<file path="src/rtl/pch_pkg.sv">
// package for the pin setup and high alarm qualifier register bank
// assumes a byte-wide register port already decoded from the serial host link
package pch_pkg;

   localparam logic [7:0] PIN_FUNCTION_SETUP_OFS         = 8'h12;
   localparam logic [7:0] HIGH_ALARM_QUALIFIER_SETUP_OFS = 8'h20;
   localparam logic [7:0] HIGH_THRESHOLD_MSB_OFS         = 8'h22;
   localparam logic [7:0] HIGH_THRESHOLD_LSB_OFS         = 8'h23;

   // pin_function_setup fields
   localparam int PIN_TRIGGER_ENABLE_BIT  = 7;
   localparam int TRIGGER_EDGE_SELECT_BIT = 6;
   localparam int IRQ_FUNCTION_LSB        = 2;
   localparam int IRQ_DRIVE_LSB           = 0;
   localparam logic [7:0] PIN_FUNCTION_SETUP_RST = 8'h04;
   localparam logic [7:0] PIN_FUNCTION_SETUP_MASK = 8'hCF;

   // high_alarm_qualifier_setup fields
   localparam int HIGH_EXCEED_COUNTER_LSB = 5;
   localparam int HIGH_TRIP_TYPE_BIT      = 3;
   localparam int HIGH_TRIP_COUNT_LSB     = 1;
   localparam int HIGH_COUNTER_CLEAR_BIT  = 0;
   localparam logic [7:0] HIGH_ALARM_QUALIFIER_SETUP_RST = 8'h00;

   localparam logic [15:0] HIGH_THRESHOLD_RST = 16'h7FFF;

   // irq drive codes
   localparam logic [1:0] IRQ_DRIVE_OPEN_DRAIN_LOW = 2'h0;
   localparam logic [1:0] IRQ_DRIVE_PUSH_HIGH      = 2'h1;
   localparam logic [1:0] IRQ_DRIVE_PUSH_LOW       = 2'h2;

   typedef struct packed {
      logic       wr_en;
      logic       rd_en;
      logic [7:0] addr;
      logic [7:0] wdata;
   } pch_reg_req_t;

   typedef struct packed {
      logic        valid;
      logic [15:0] temp;
   } pch_result_t;

endpackage

</file>
<file path="src/rtl/pch_high_qualifier.sv">
// high alarm qualifier: exceedance counter, trip counting, alarm flag
// assumes one result pulse per finished conversion, same clock as caller
`timescale 1ns/10ps
`default_nettype none

module pch_high_qualifier (
   input  wire logic                 sys_clk,
   input  wire logic                 srst,
   input  wire pch_pkg::pch_result_t result,
   input  wire logic [15:0]          high_threshold,
   input  wire logic                 high_trip_type,
   input  wire logic [1:0]           high_trip_count,
   input  wire logic                 high_counter_clear,
   input  wire logic                 alarm_flag_clear,
   output logic [2:0]                high_exceed_counter,
   output logic                      high_alarm_flag
);

   logic [2:0] cnt_r;
   logic [2:0] cnt_nxt;
   logic [2:0] run_r;
   logic [2:0] run_nxt;
   logic       flag_r;
   logic       flag_nxt;

   wire logic       exceed    = result.valid &&
                                ($signed(result.temp) > $signed(high_threshold));
   wire logic [2:0] need      = {1'b0, high_trip_count} + 3'h1;
   wire logic [2:0] cnt_inc   = (cnt_r == 3'h7) ? cnt_r : cnt_r + 3'h1;
   wire logic [2:0] run_inc   = (run_r == 3'h7) ? run_r : run_r + 3'h1;
   // consecutive mode needs an unbroken run; nonconsecutive uses the total
   wire logic [2:0] tally     = high_trip_type ? cnt_inc : run_inc;
   wire logic       trip      = exceed && (tally >= need);

   assign cnt_nxt  = high_counter_clear ? 3'h0 : (exceed ? cnt_inc : cnt_r);
   assign run_nxt  = high_counter_clear ? 3'h0 :
                     (result.valid ? (exceed ? run_inc : 3'h0) : run_r);
   // a trip in the clearing cycle wins over the clear
   assign flag_nxt = trip ? 1'b1 : (alarm_flag_clear ? 1'b0 : flag_r);

   always_ff @(posedge sys_clk) begin
      if (srst) begin
         cnt_r  <= 3'h0;
         run_r  <= 3'h0;
         flag_r <= 1'b0;
      end else begin
         cnt_r  <= cnt_nxt;
         run_r  <= run_nxt;
         flag_r <= flag_nxt;
      end
   end

   assign high_exceed_counter = cnt_r;
   assign high_alarm_flag     = flag_r;

endmodule

`default_nettype wire

</file>
<file path="src/rtl/pch_pin_config_and_high_alarm.sv">
// pin function setup, convert trigger handling and high alarm qualifier registers
// assumes a decoded byte register port from the serial host link on sys_clk;
// the shared pin is asynchronous and synchronised here
`timescale 1ns/10ps
`default_nettype none

// Contract
// - pin off means power-down only, no converts
// - convert during conversion is dropped
// - edge bit selects active trigger edge
// - irq function field selects four behaviours
// - irq drive field selects pin driving
// - read-only saturating high exceedance count
// - trip type 0 needs consecutive exceedances
// - trip type 1 accepts nonconsecutive exceedances
// - no nonconsecutive trips in comparator mode
// - trip count code plus one exceedances
// - counter clear zeros count, self-clears
// - signed threshold, default 0x7FFF blocks alarm
module pch_pin_config_and_high_alarm #(
   parameter int SHORT_HOLD_CYC = 100,
   parameter int LONG_HOLD_CYC  = 1000
) (
   input  wire logic                  sys_clk,
   input  wire logic                  srst,
   input  wire pch_pkg::pch_reg_req_t reg_req,
   output logic [7:0]                 reg_rdata,
   input  wire logic                  trigger_or_powerdown_pin,
   input  wire logic                  auto_mode_bit,
   input  wire logic                  one_shot_convert,
   input  wire logic                  comparator_mode,
   input  wire logic                  status_read,
   input  wire logic                  conversion_busy,
   input  wire pch_pkg::pch_result_t  result,
   output logic                       convert_start,
   output logic                       powerdown,
   output logic                       high_alarm_flag,
   output logic                       irq_out,
   output logic                       irq_oe
);

   typedef enum logic [1:0] {IRQ_OFF, IRQ_ON_READ, IRQ_SHORT, IRQ_LONG} pch_irq_fn_t;

   logic [7:0]  pin_setup_r;
   logic [3:0]  hq_setup_r;
   logic        clear_r;
   logic [15:0] thr_r;
   logic        pin_s1_r;
   logic        pin_s2_r;
   logic        pin_s3_r;
   logic        auto_r;
   logic        irq_r;
   logic        irq_nxt;
   logic [15:0] hold_r;
   logic [15:0] hold_nxt;
   logic [2:0]  high_exceed_counter;

   wire logic wr_pin  = reg_req.wr_en && (reg_req.addr == pch_pkg::PIN_FUNCTION_SETUP_OFS);
   wire logic wr_hq   = reg_req.wr_en &&
                        (reg_req.addr == pch_pkg::HIGH_ALARM_QUALIFIER_SETUP_OFS);
   wire logic wr_tmsb = reg_req.wr_en && (reg_req.addr == pch_pkg::HIGH_THRESHOLD_MSB_OFS);
   wire logic wr_tlsb = reg_req.wr_en && (reg_req.addr == pch_pkg::HIGH_THRESHOLD_LSB_OFS);

   wire logic        pin_en   = pin_setup_r[pch_pkg::PIN_TRIGGER_ENABLE_BIT];
   wire logic        edge_sel = pin_setup_r[pch_pkg::TRIGGER_EDGE_SELECT_BIT];
   wire pch_irq_fn_t irq_fn   = pch_irq_fn_t'(pin_setup_r[pch_pkg::IRQ_FUNCTION_LSB +: 2]);
   wire logic [1:0]  irq_drv  = pin_setup_r[pch_pkg::IRQ_DRIVE_LSB +: 2];
   // comparator mode forces consecutive counting
   wire logic        trip_type = hq_setup_r[3] && !comparator_mode;

   // edge select 0 picks the falling edge, 1 the rising one
   wire logic rise_det  = pin_s2_r && !pin_s3_r;
   wire logic fall_det  = !pin_s2_r && pin_s3_r;
   wire logic pin_edge  = edge_sel ? rise_det : fall_det;
   wire logic auto_kick = auto_mode_bit && !auto_r;
   wire logic reg_cmd   = one_shot_convert || auto_kick;
   wire logic cmd       = pin_en ? pin_edge : reg_cmd;
   // a busy converter drops the command instead of queueing it
   assign convert_start = cmd && !conversion_busy;
   assign powerdown     = !pin_en && !pin_s2_r;

   wire logic q_flag_clear = status_read;
   wire logic flag_rise;
   logic      flag_d_r;

   pch_high_qualifier u_qual (
      .sys_clk            (sys_clk),
      .srst               (srst),
      .result             (result),
      .high_threshold     (thr_r),
      .high_trip_type     (trip_type),
      .high_trip_count    (hq_setup_r[2:1]),
      .high_counter_clear (clear_r),
      .alarm_flag_clear   (q_flag_clear),
      .high_exceed_counter(high_exceed_counter),
      .high_alarm_flag    (high_alarm_flag)
   );

   assign flag_rise = high_alarm_flag && !flag_d_r;

   // irq level per function; self-clear modes time out by counter
   always_comb begin
      irq_nxt  = irq_r;
      hold_nxt = hold_r;
      case (irq_fn)
         IRQ_OFF: begin
            irq_nxt  = 1'b0;
            hold_nxt = 16'h0000;
         end
         IRQ_ON_READ: begin
            if (flag_rise)
               irq_nxt = 1'b1;
            else if (status_read)
               irq_nxt = 1'b0;
         end
         default: begin
            if (flag_rise) begin
               irq_nxt  = 1'b1;
               hold_nxt = (irq_fn == IRQ_SHORT) ? 16'(SHORT_HOLD_CYC) : 16'(LONG_HOLD_CYC);
            end else if (hold_r > 16'h0001) begin
               hold_nxt = hold_r - 16'h0001;
            end else begin
               irq_nxt  = 1'b0;
               hold_nxt = 16'h0000;
            end
         end
      endcase
   end

   // drive encodings; undefined code leaves the pin released
   always_comb begin
      irq_out = 1'b0;
      irq_oe  = 1'b0;
      if (irq_drv == pch_pkg::IRQ_DRIVE_OPEN_DRAIN_LOW) begin
         irq_out = 1'b0;
         irq_oe  = irq_r;
      end else if (irq_drv == pch_pkg::IRQ_DRIVE_PUSH_HIGH) begin
         irq_out = irq_r;
         irq_oe  = 1'b1;
      end else if (irq_drv == pch_pkg::IRQ_DRIVE_PUSH_LOW) begin
         irq_out = !irq_r;
         irq_oe  = 1'b1;
      end
   end

   always_ff @(posedge sys_clk) begin
      if (srst) begin
         pin_setup_r <= pch_pkg::PIN_FUNCTION_SETUP_RST;
         hq_setup_r  <= pch_pkg::HIGH_ALARM_QUALIFIER_SETUP_RST[3:0];
         clear_r     <= 1'b0;
         thr_r       <= pch_pkg::HIGH_THRESHOLD_RST;
      end else begin
         if (wr_pin)
            pin_setup_r <= reg_req.wdata & pch_pkg::PIN_FUNCTION_SETUP_MASK;
         if (wr_hq)
            hq_setup_r  <= {reg_req.wdata[3:1], 1'b0};
         clear_r <= wr_hq && reg_req.wdata[pch_pkg::HIGH_COUNTER_CLEAR_BIT];
         if (wr_tmsb)
            thr_r[15:8] <= reg_req.wdata;
         if (wr_tlsb)
            thr_r[7:0]  <= reg_req.wdata;
      end
   end

   always_ff @(posedge sys_clk) begin
      if (srst) begin
         pin_s1_r <= 1'b1;
         pin_s2_r <= 1'b1;
         pin_s3_r <= 1'b1;
         auto_r   <= 1'b0;
         irq_r    <= 1'b0;
         hold_r   <= 16'h0000;
         flag_d_r <= 1'b0;
      end else begin
         pin_s1_r <= trigger_or_powerdown_pin;
         pin_s2_r <= pin_s1_r;
         pin_s3_r <= pin_s2_r;
         auto_r   <= auto_mode_bit;
         irq_r    <= irq_nxt;
         hold_r   <= hold_nxt;
         flag_d_r <= high_alarm_flag;
      end
   end

   // read mux; clear bit and unused bits read zero
   wire logic [7:0] hq_view = {high_exceed_counter, 1'b0, hq_setup_r[3:1], 1'b0};
   always_ff @(posedge sys_clk) begin
      if (srst)
         reg_rdata <= 8'h00;
      else if (reg_req.rd_en && reg_req.addr == pch_pkg::PIN_FUNCTION_SETUP_OFS)
         reg_rdata <= pin_setup_r;
      else if (reg_req.rd_en && reg_req.addr == pch_pkg::HIGH_ALARM_QUALIFIER_SETUP_OFS)
         reg_rdata <= hq_view;
      else if (reg_req.rd_en && reg_req.addr == pch_pkg::HIGH_THRESHOLD_MSB_OFS)
         reg_rdata <= thr_r[15:8];
      else if (reg_req.rd_en && reg_req.addr == pch_pkg::HIGH_THRESHOLD_LSB_OFS)
         reg_rdata <= thr_r[7:0];
      else if (reg_req.rd_en)
         reg_rdata <= 8'h00;
   end

endmodule

`default_nettype wire

</file>
<file path="config.mk">
export PLATFORM = sky130hd
export DESIGN_NAME = pch_pin_config_and_high_alarm
export DESIGN_NICKNAME = d
export VERILOG_FILES = /design/src/rtl/pch_pkg.sv /design/src/rtl/pch_high_qualifier.sv /design/src/rtl/pch_pin_config_and_high_alarm.sv
export SDC_FILE = /design/constraint.sdc
export NUM_CORES = 1
export LEC_CHECK = 0
export ABC_AREA = 1
export BUFFER_PORTS_ARGS = -buffer_cell sky130_fd_sc_hd__buf_2
export CAP_MARGIN = 10
export CORE_MARGIN = 4
export CORE_UTILIZATION = 45
export DETAILED_ROUTE_END_ITERATION = 8
export HOLD_SLACK_MARGIN = 0.02
export PLACE_DENSITY_LB_ADDON = 0.1
export SETUP_SLACK_MARGIN = 0.1
export SYNTH_ARGS = -nofsm -noshare
export SYNTH_HDL_FRONTEND = slang
export SYNTH_SLANG_ARGS = --single-unit
</file>
<file path="constraint.sdc">
create_clock -name sys_clk -period 3.7 [get_ports sys_clk]
set_input_delay 0.185 -clock sys_clk [delete_from_list [all_inputs] [get_ports sys_clk]]
set_output_delay 0.185 -clock sys_clk [all_outputs]
set_load 0.03 [all_outputs]
</file>
After elaboration in Yosys (flattened, before gate mapping):

Cells that the tools add are included.

* register bits: 63
* bits of input ports: 43
* logic and storage cells: 95

* add/sub/neg operators: 4
* order comparisons: 3
* equality and inequality tests: 12
* muxes and demuxes: 27
* reduce and logical (&&, ||, !) cells: 33

Operator list (count)
* 8-bit 2-to-1 mux: 5
* 16-bit 2-to-1 mux: 2
* 16-bit case mux with 2 select lines: 1
* 8-bit by 6-bit == test with 1-bit output, second input constant: 3
* 1-bit logical AND: 18
* 16-bit by 1-bit greater-than comparator with 1-bit output, second input constant: 1
* 16-bit greater-than comparator: 1
* 16-bit by 1-bit subtractor with 16-bit output, second input constant: 1
* 1-bit 2-to-1 mux: 13
* 3-bit 2-to-1 mux: 4
* 10-bit 2-to-1 mux: 1
* 8-bit by 5-bit == test with 1-bit output, second input constant: 1
* 1-bit zero test: 8
* 3-bit by 1-bit adder with 3-bit output, second input constant: 2
* 3-bit == test, second input constant: 2
* 5-bit nonzero test: 1
* 2-bit by 1-bit == test with 1-bit output, second input constant: 2
* 2-bit == test, second input constant: 2
* 2-bit zero test: 2
* 4-bit by 2-bit != test with 1-bit output, second input constant: 1
* 2-bit by 1-bit adder with 3-bit output, second input constant: 1
* 3-bit >= comparator: 1
* 3-bit != test, second input constant: 1
* 1-bit case mux with 2 select lines: 1
* 4 further kinds: 4

Depth between registers and ports, before layout:

Gate-level depths: netlist of run 1.

* depth after elaboration: 6
* depth in mapped cells: 14
* depth with buffers taken out: 14

Hierarchy:

A second synthesis of run 1 with hierarchy kept.

* cell total of the unflattened synthesis: 582
* area, all modules: 3962.6 um^2

Modules (own cells, without submodules)
* pch_pin_config_and_high_alarm: times used 1, cells an instance 439, area an instance 3000.4 um^2, seq. area each 1121.1 um^2
* pch_high_qualifier: times used 1, cells an instance 143, area an instance 962.2 um^2, seq. area each 140.1 um^2

Worst setup path after synthesis of run 1:

OpenSTA, ideal clock, no wires.

* path kind: flip-flop to flip-flop
* start: reg u_qual.cnt_r[0], in the netlist u_qual.high_exceed_counter[0]
* end: reg u_qual.flag_r, in the netlist u_qual.high_alarm_flag
* library setup time: 78 ps
* arrival time: 1690 ps
* required time: 3622 ps
* slack: 1933 ps
* stages on the path, launching flop included: 11
* buffers on the path: 0
* clock period less this slack: 1767 ps
* cells stage by stage: dfxtp_1 -> ha_1 -> nand2_1 -> xor2_1 -> mux2i_1 -> ha_1 -> o21ai_0 -> nand2_1 -> a21oi_1 -> or2_2 -> o22ai_1

* word-level cells in the longest chain between the ends: 6
* elaborated cells on any way between the ends: 8

Ends and longest elaborated chain
* start, declared: line pch_high_qualifier.sv:19 `logic [2:0] cnt_r;`
* start signal, assigned: line pch_high_qualifier.sv:47 `cnt_r <= cnt_nxt;`
* 3-bit by 1-bit adder with 3-bit output or 3-bit == test (tied branches): line pch_high_qualifier.sv:29 `wire logic [2:0] cnt_inc = (cnt_r == 3'h7) ? cnt_r : cnt_r + 3'h1;`
* 3-bit 2-to-1 mux *: line pch_high_qualifier.sv:29
* 3-bit 2-to-1 mux *: line pch_high_qualifier.sv:32 `wire logic [2:0] tally = high_trip_type ? cnt_inc : run_inc;`
* 3-bit >= comparator *: line pch_high_qualifier.sv:33 `wire logic trip = exceed && (tally >= need);`
* 1-bit logical AND *: line pch_high_qualifier.sv:33
* 1-bit 2-to-1 mux or 2-bit nonzero test (tied branches)
* end signal, assigned: line pch_high_qualifier.sv:49 `flag_r <= flag_nxt;`
* end, declared: line pch_high_qualifier.sv:23 `logic flag_r;`

Every way passes the cells marked *; elsewhere a longest branch is shown, timed or not.
A chain may end at the register's enable or synchronous reset.

Final worst setup path of run 1:

* start: reg thr_r[15]
* end: reg u_qual.cnt_r[1], in the netlist u_qual.high_exceed_counter[1]

* word-level cells in the longest chain between the ends: 2

Ends and longest elaborated chain
* start, declared: line pch_pin_config_and_high_alarm.sv:47 `logic [15:0] thr_r;`
* start signal, assigned: line pch_pin_config_and_high_alarm.sv:151 `thr_r <= pch_pkg::HIGH_THRESHOLD_RST;`
* start signal, assigned: line pch_pin_config_and_high_alarm.sv:159 `thr_r[15:8] <= reg_req.wdata;`
* 16-bit greater-than comparator: line pch_high_qualifier.sv:27 `($signed(result.temp) > $signed(high_threshold));`
* 1-bit logical AND: line pch_high_qualifier.sv:26 `wire logic exceed = result.valid &&`

No other way between the ends.

==> results of run 1 <==
-- cells in the final DEF, fill, tap and decap left out, types with 3 or more instances in the layout --
master	netlist	final
a21oi_1	50	50
a31oi_1	3	3
buf_2	4	55
clkbuf_8	0	11
dfxtp_1	63	63
ha_1	27	27
inv_1	77	77
nand2_1	99	99
nand3_1	30	30
nand3b_1	4	4
nand4_1	5	5
nor2_1	59	59
o21ai_0	47	47
or2_2	4	4
xor2_1	12	12
-- worst paths after layout --
kind                                              from                                          to  cells after the start
worst min-delay path                     auto_mode_bit                           auto_r$_SDFF_PP0_                      3
worst max-delay path            thr_r[15]$_SDFFE_PP0P_  u_qual.high_exceed_counter[1]$_SDFFE_PP0P_                     11
worst min register to register     pin_s1_r$_SDFF_PP1_                         pin_s2_r$_SDFF_PP1_                      1
worst max register to register  thr_r[15]$_SDFFE_PP0P_  u_qual.high_exceed_counter[1]$_SDFFE_PP0P_                     11
-- stage by stage --
stage	total power, W	std cells	cell area (sq um)
4_1_cts	0.00137	679	4130
3_3_place_gp	0.000843	664	3960
5_1_grt	0.00142	679	4130
6_report	0.00136	679	4130
2_1_floorplan	0.000791	519	3600
3_5_place_dp	0.000846	664	3960
-- kinds of logic after synthesis --
logic type	count (synthesis)	synth area share (%)
fa+ha+maj	27	9.38
mux	2	0.591
buf+inv	90	9.52
flops	63	35.0
simple gates	212	25.5
xor+xnor	14	3.41
compound gates	111	16.6
-- state kept, by name, indices dropped and copies added (netlist names) --
signal and cells:
hold_r 16, thr_r 16, reg_rdata 8, pin_setup_r 6
hq_setup_r 3, u_qual.high_exceed_counter 3, u_qual.run_r 3, auto_r 1
clear_r 1, flag_d_r 1, irq_r 1, pin_s1_r 1
pin_s2_r 1, pin_s3_r 1, u_qual.high_alarm_flag 1
-- report_power, final --
group | total, W | switching [W] | internal, W
combinational | 0.000135 | 0.0000848 | 0.0000503
clock | 0.000526 | 0.000254 | 0.000272
sequential | 0.000697 | 0.00000778 | 0.000689
total | 0.00136 | 0.000346 | 0.00101
-- timing repair --
| item | CTS | global route |
|---|---|---|
| endpoints found under the hold margin | 1 | 0 |
| setup buffers | 0 | 0 |
| hold buffers | 1 | 0 |
-- cell type report --
class / count / area, sq um / share of cell area, %
timing repair buffer: 57 / 293 / 7.09
sequential: 63 / 1260 / 30.5
clock inverter: 1 / 5.00 / 0.121
clock buffer: 13 / 159 / 3.85
multi-input combinational: 366 / 2000 / 48.3
inverter: 77 / 289 / 7.00
tap: 102 / 128 / 3.09
-- critical path, cell delays in order, from the launching register on --
cell and delay (ps):
dfxtp_1 310, inv_1 70, ha_1 290, nand2_1 70
nor2_1 170, nand2_1 70, nor2_1 170, nand2_1 100
nand4_1 140, nand3_1 250, nor2_1 160, nor2_1 60
-- per-layer routing --
metal  vias to the layer above  share of wire (%)  global-route usage [%]
met5                         -                  0                       0
met1                      1583                 47                    25.4
met3                        11                4.1                    4.31
met4                         0                1.6                    6.92
li1                       1793                  -                       -
met2                        69                 47                    32.4
==> flow_summary.yaml, run 1 <==
placement:
  gp_congestion: 0.835
  dp_slack_ps: 1770
  port_buffers: 55
  dp_hpwl_microns: 6950
synthesis:
  synthDistinctLibCells: 36
  synthTopCellsByCount: "nand2_1, inv_1, dfxtp_1"
  syn_nets: 589
  yosysWarnings: 0
  ys_ff_latch: 63
  synth_top_cell_area_share_pct: 35.0
  yosysTopAreaCell: "dfxtp_1"
  synth_area_sq_um: 3600
  synth_most_common_cell: "nand2_1"
  ys.flop_type: "dfxtp_1"
  async_flop_share_pct: 0
  synth_cells: 519
  synthTopCellsByArea: "dfxtp_1, nand2_1, ha_1"
  avgSynthCellArea_sq_um: 6.94
  ys_seq_area_share_pct: 35.0
  synth_edf_count: 0
sta:
  hold_viol: 0
  fin_setup_tns_ps: 0
  timing.final.ws_setup_ps: 1730
  tightest_slew_ps: 758
  holdWs_ps: 65.5
  setup_viol: 0
  period_minus_slack_ps: 1970
  final.period_utilization_pct: 53.3
  fmax_ghz: 0.507
  grt_setup_unrepaired: "false"
  max_slew_margin_pct: 49.5
  maxSlewViolCount: 0
  finClkSkew_ps: 8.27
route:
  vias: 3456
  drtIter0Drc: 156
  viasPerCell: 5.09
  wl_per_cell_microns: 13.5
  routed_wl_microns: 9200
  drc: 0
  ant_nets: 0
  detail_route.first_pass.iterations: 4
critical_path:
  critPathRequiredTime_ps: 3930
  crit_type: "register to register"
  critPathLaunchType: "register"
  path_max_fanout: 7
  crit_path_end_kind: "register"
  regToRegSetupSlack_ps: 1730
  critPathArrivalTime_ps: 2200
pwr:
  vdd.ir_drop.worst_mv: 0.174
  p_leak_nw: 2.11
  powerDensity_nw_per_um2: 329
global_route:
  grt_max_degree: 39
  grt_pass1_vias: 3266
  grt-ovfl-total: 0
  grt_pass1_wl_microns: 15200
  antenna_found_initial: 0
  grtUsageTotal_pct: 19.7
clocking:
  cts_tree: "built"
  clock_path_buffers: 2
  cts-buffers-inserted: 9
  cts_sinks: 63
  cts_max_level: 3
  clock-root-buffer: "clkbuf_8"
  clock_latency_ps: 340
  post_cts_resized: 0
  path_clk_slew_ps: 70
floorplanning:
  die_height_microns: 97.5
  io_pins: 56
  die_width_microns: 97.5
  rows: 32
  initial_core_util_pct: 46.4
  die_area_sq_um: 9500
  core_sq_um: 7770
hold_path:
  hold_path.class: "input pin to register"
finish:
  fin_util_pct: 53.2
  area_growth_pct: 14.7
  n_fill_cell: 817
  nets: 644
  final_layout_size_suffix_gt1_share_pct: 14.2
  diodes: 0
run_status:
  outcome: "completed"
flow_run:
  cap_violations: 0
Note: power is estimated with default switching activity, not from simulation.
==> run 2: changes to the inputs <==
clock period = 2 ns   (was 3.7 ns; I/O delays follow)
==> run 2 against run 1 <==
Against the previous run:
- global-route usage hardly changed
- non-clock buffer count is 17 higher
- highest routed layer unchanged
- critical path type unchanged
- maximum frequency is 11% higher
- largest cell class unchanged
- sequential share of layout area is 1.9 points lower
- core utilization is 4.2 points higher
- critical path depth is 1 lower
- combinational power is 130% higher
- sequential power is 85% higher
- critical endpoint is now u_qual.high_alarm_flag$_SDFFE_PP0P_
- via count is 1.9% higher
- register-to-register slack worse by 1500 ps
- design area is 8.0% higher
- die area stayed put
==> flow_summary.yaml, run 2 (synthesis results as in run 1) <==
run_status:
  outcome: "completed"
clocking:
  clock_latency_ps: 330
  path_clk_slew_ps: 60
  cts_sinks: 63
  cts-buffers-inserted: 9
  clock_path_buffers: 2
  cts_max_level: 3
  clock-root-buffer: "clkbuf_8"
  cts_tree: "built"
finish:
  diodes: 0
  final_common_cell: "nand2_1"
  final_cells: 695
  area_growth_pct: 23.9
  reg.largest.list: "hold_r: 16 flops, thr_r: 16 flops, reg_rdata: 8 flops"
  n_fill_cell: 780
  nets: 661
  final_cell_mix: "nand2_1, inv_1, nor2_1, buf_2, dfxtp_1"
  final_layout_size_suffix_gt1_share_pct: 22.8
route:
  wl_per_cell_microns: 13.5
  ant_nets: 0
  vias: 3521
  detail_route.first_pass.iterations: 4
  drtIter0Drc: 173
  viasPerCell: 5.07
  routed_wl_microns: 9370
  drc: 0
global_route:
  grtUsageTotal_pct: 19.6
  grt_max_degree: 38
  grt_pass1_wl_microns: 15500
  grt_pass1_vias: 3364
  grt-ovfl-total: 0
  antenna_found_initial: 0
flow_run:
  cap_violations: 0
hold_path:
  hold_path.class: "input pin to register"
floorplanning:
  rows: 32
  die_width_microns: 97.5
  initial_core_util_pct: 46.4
  core_sq_um: 7770
  die_area_sq_um: 9500
  die_height_microns: 97.5
  io_pins: 56
placement:
  port_buffers: 55
  place_inst: 670
  gp_congestion: 0.847
  dp_hpwl_microns: 7000
sta:
  hold_viol: 0
  tightest_slew_ps: 638
  setup_viol: 0
  holdWs_ps: 42.0
  period_minus_slack_ps: 1780
  finClkSkew_ps: 11.2
  fin_setup_tns_ps: 0
  maxSlewViolCount: 0
  final.period_utilization_pct: 88.9
  max_slew_margin_pct: 57.4
  fmax_ghz: 0.563
  grt_setup_unrepaired: "true"
critical_path:
  critPathBufInv: 0
  crit_type: "register to register"
  cpPeakStageDelay_ps: 360
  path_max_fanout: 3
  critPathArrivalTime_ps: 2030
  crit_path_cell_trace: "ha_4, nand2_4, xor2_2, mux2i_1, ha_1, o21ai_1, nand2_1, a21oi_2, or2_2, o22ai_1"
  critPathLaunchType: "register"
  critPathTopFamily: "adder cells"
  slowest_stage: "dfxtp_4"
  critPathRequiredTime_ps: 2250
  crit_path_end_kind: "register"
pwr:
  vdd.ir_drop.worst_mv: 0.338
  p_leak_nw: 2.20
  switchingPower_w: 0.000647
  powerDensity_nw_per_um2: 578
  power.share.switching_pct: 25.1
  internal-power_w: 0.00193
  power_frac_clock_pct: 38.1
  power_frac_comb_pct: 11.8
  p_seq_share_pct: 50.1
## run 2: cell count changes in the layout (fill, tap and decap cells not counted), moves of 5 or more
cell	delta
dfxtp_1	-10
inv_2	+6
nand2_1	-6
buf_4	+12
dlygate4sd3_1	+5
inv_1	-6
ha_1	-7
dfxtp_2	+8
nand2_2	+5
ha_4	+7
## run 2: path summary, 6_finish.rpt
check | start | end | slack, ps | cells after the start
hold / removal | reg_req[6] | thr_r[14]$_SDFFE_PP1P_ | 40 | 3
hold reg to reg | pin_s1_r$_SDFF_PP1_ | pin_s2_r$_SDFF_PP1_ | 420 | 1
setup / recovery | u_qual.high_exceed_counter[1]$_SDFFE_PP0P_ | u_qual.high_alarm_flag$_SDFFE_PP0P_ | 220 | 10
setup reg to reg | u_qual.high_exceed_counter[1]$_SDFFE_PP0P_ | u_qual.high_alarm_flag$_SDFFE_PP0P_ | 220 | 10
## run 2: layout make-up
| type | instances | area (sq um) | share of cell area [%] |
|---|---|---|---|
| clock buffer | 12 | 165 | 3.70 |
| clock inverter | 1 | 5.00 | 0.112 |
| inverter | 77 | 289 | 6.48 |
| multi-input combinational | 366 | 2160 | 48.5 |
| sequential | 63 | 1280 | 28.7 |
| tap | 102 | 128 | 2.86 |
| timing repair buffer | 74 | 433 | 9.71 |
## run 2: metal layers
metal | global-route usage, % | part of all wire [%] | wire length [microns]
met5 | 0 | 0 | 0
met4 | 5.75 | 1.2 | 114
met3 | 3.95 | 4.7 | 445
met2 | 32.1 | 48 | 4460
met1 | 26.2 | 46 | 4360
## run 2: per-stage QoR
step | util, % | power, W | cell area (sq um) | worst slack, ps
2_1_floorplan | - | 0.00146 | 3600 | 233
3_3_place_gp | 51.5 | 0.00156 | 4000 | 157
3_5_place_dp | 51.5 | 0.00157 | 4000 | 51.3
4_1_cts | 54.6 | 0.00256 | 4240 | 112
5_1_grt | 57.4 | 0.00270 | 4460 | 63.4
6_report | 57.4 | 0.00258 | 4460 | 223
## run 2: power groups by stage
| stage | registers (W) | clock network [W] | logic [W] |
|---|---|---|---|
| detailed placement | 0.00131 | 0 | 0.000255 |
| global placement | 0.00131 | 0 | 0.000250 |
| finish | 0.00129 | 0.000983 | 0.000305 |
| CTS | 0.00129 | 0.00101 | 0.000268 |
| floorplan | 0.00133 | 0 | 0.000138 |
| global route | 0.00129 | 0.00107 | 0.000343 |
## run 2: repair_timing
item | in CTS | in global routing
resized for setup | 4 | 45
endpoints found under the hold margin | 8 | 0
pin swaps | 1 | 11
setup endpoints to repair | 4 | 6
hold buffers | 6 | 0
buffers inserted | 0 | 6
## run 2: tightest hold or removal path: stages
cell,delay (ps)
buf_2,110
a21oi_1,60
o21ai_0,60
==> run 3: changes to the inputs <==
CELL_PAD_IN_SITES_DETAIL_PLACEMENT = 0   (was default)
CELL_PAD_IN_SITES_GLOBAL_PLACEMENT = 1   (was default)
CORE_UTILIZATION = 41   (was 45)
SLEW_MARGIN = 20   (was default)
==> run 3 against run 2 <==
Against the previous run:
- critical path depth stayed put
- count of clock-buffer cells in the layout increased by 1
- via count increased by 0.14%
- non-clock buffer count up 3
- power is 7.8% higher
- combinational power is essentially flat
- first-iteration DRC count is 21% lower
- sequential share of layout area decreased by 0.42 points
- register-to-register slack about the same
- design area rose by 1.2%
- critical endpoint unchanged
- highest routed layer unchanged
==> flow_summary.yaml, run 3 (synthesis results as in run 1) <==
run_status:
  outcome: "completed"
pwr:
  vdd.ir_drop.worst_mv: 0.269
  p_leak_nw: 2.25
  powerDensity_nw_per_um2: 616
  power_w: 0.00278
route:
  detail_route.first_pass.iterations: 4
  ant_nets: 0
  drc: 0
  wl_per_cell_microns: 13.4
  routed_wl_microns: 9460
  drtIter0Drc: 136
  vias: 3526
  viasPerCell: 5.01
sta:
  hold_viol: 0
  final.period_utilization_pct: 89.3
  timing.final.ws_setup_ps: 214
  period_minus_slack_ps: 1790
  max_slew_margin_pct: 58.9
  finClkSkew_ps: 10.2
  fin_setup_tns_ps: 0
  tightest_slew_ps: 616
  grt_setup_unrepaired: "false"
  maxSlewViolCount: 0
  setup_viol: 0
  holdWs_ps: 53.2
  fmax_ghz: 0.560
hold_path:
  hold_path.class: "input pin to register"
global_route:
  grt_pass1_vias: 3361
  antenna_found_initial: 0
  grt-ovfl-total: 0
  grtUsageTotal_pct: 19.3
  grt_max_degree: 23
  grt_pass1_wl_microns: 15700
finish:
  reg.largest.list: "hold_r: 16 flops, thr_r: 16 flops, reg_rdata: 8 flops"
  final_cell_mix: "nand2_1, inv_1, nor2_1, buf_2, dfxtp_1"
  area_growth_pct: 25.3
  nets: 664
  final_layout_size_suffix_gt1_share_pct: 22.0
  final_cell_area_sq_um: 4510
  n_fill_cell: 842
  diodes: 0
  final_common_cell: "nand2_1"
critical_path:
  slowest_stage: "dfxtp_4"
  path_max_fanout: 3
  regToRegSetupSlack_ps: 210
  crit_path_cell_trace: "ha_4, nand2_4, xor2_2, mux2i_1, ha_1, o21ai_1, nand2_1, a21oi_1, or2_2, o22ai_2"
  critPathArrivalTime_ps: 2060
  critPathRequiredTime_ps: 2280
  crit_type: "register to register"
  critPathTopFamily: "adder cells"
  critPathBufInv: 0
  critPathLaunchType: "register"
  crit_path_end_kind: "register"
  cpPeakStageDelay_ps: 380
clocking:
  clock_latency_ps: 340
  clock-root-buffer: "clkbuf_8"
  clock_path_buffers: 2
  path_clk_slew_ps: 70
  cts_max_level: 3
  cts_tree: "built"
  cts_sinks: 63
  cts-buffers-inserted: 9
placement:
  dp_slack_ps: 16.9
  dp_hpwl_microns: 7010
  port_buffers: 55
  place_area_sq_um: 4020
  gp_congestion: 0.807
floorplanning:
  core_sq_um: 8380
  initial_core_util_pct: 43.0
  io_pins: 56
  die_area_sq_um: 10300
  die_height_microns: 102
  rows: 33
  die_width_microns: 102
flow_run:
  cap_violations: 0
## run 3: changes by cell type in the layout (fill, tap and decap cells not counted), sizes merged
| cell | previous run | this run |
|---|---|---|
| buf | 68 | 70 |
| bufinv | 0 | 1 |
| clkbuf | 12 | 13 |
| clkinv | 1 | 2 |
| dlygate4sd3 | 6 | 7 |
## run 3: area by class of cell
type,instances,area (sq um),share of cell area (%)
repair buffers,77,458,10.1
inverters,77,289,6.40
clock buffers,13,169,3.74
multi-input cells,366,2150,47.7
clock inverters,3,40.0,0.887
well taps,105,131,2.91
flip-flops and latches,63,1270,28.3
## run 3: final timing paths
path | endpoint | cells past startpoint | start
max | u_qual.high_alarm_flag$_SDFFE_PP0P_ | 10 | u_qual.high_exceed_counter[1]$_SDFFE_PP0P_
min | clear_r$_SDFF_PP0_ | 3 | reg_req[0]
max reg2reg | u_qual.high_alarm_flag$_SDFFE_PP0P_ | 10 | u_qual.high_exceed_counter[1]$_SDFFE_PP0P_
min reg2reg | pin_s2_r$_SDFF_PP1_ | 1 | pin_s1_r$_SDFF_PP1_
## run 3: metrics by stage
stage / utilization (%) / instances
after floorplan: - / 519
after CTS: 51.4 / 698
after detailed placement: 48.0 / 675
final: 53.8 / 704
after global routing: 53.8 / 704
after global placement: 48.0 / 675
## run 3: routing by layer
| layer | global-route usage [%] | share of wire [%] |
|---|---|---|
| met1 | 24.3 | 48 |
| met2 | 32.8 | 47 |
| met5 | 0 | 0 |
| met4 | 6.13 | 1.4 |
| met3 | 3.93 | 3.4 |
## run 3: what timing repair did
action	CTS	global route
hold buffers	7	0
setup endpoints to repair	4	7
endpoints found under the hold margin	9	0
buffers inserted	0	6
resized for setup	2	40
pin swaps	0	10
## run 3: worst register-to-register path, cell delays in order, from the launching register on
cell and delay [ps]:
dfxtp_4 380, ha_4 150, nand2_4 70, xor2_2 200, mux2i_1 100, ha_1 290, o21ai_1 60, nand2_1 50
a21oi_1 50, or2_2 280, o22ai_2 100
## run 3: power by group
part	internal (W)	switching, W	total (W)
clock network	0.000675	0.000506	0.00118
logic	0.000129	0.000178	0.000308
registers	0.00127	0.0000147	0.00129
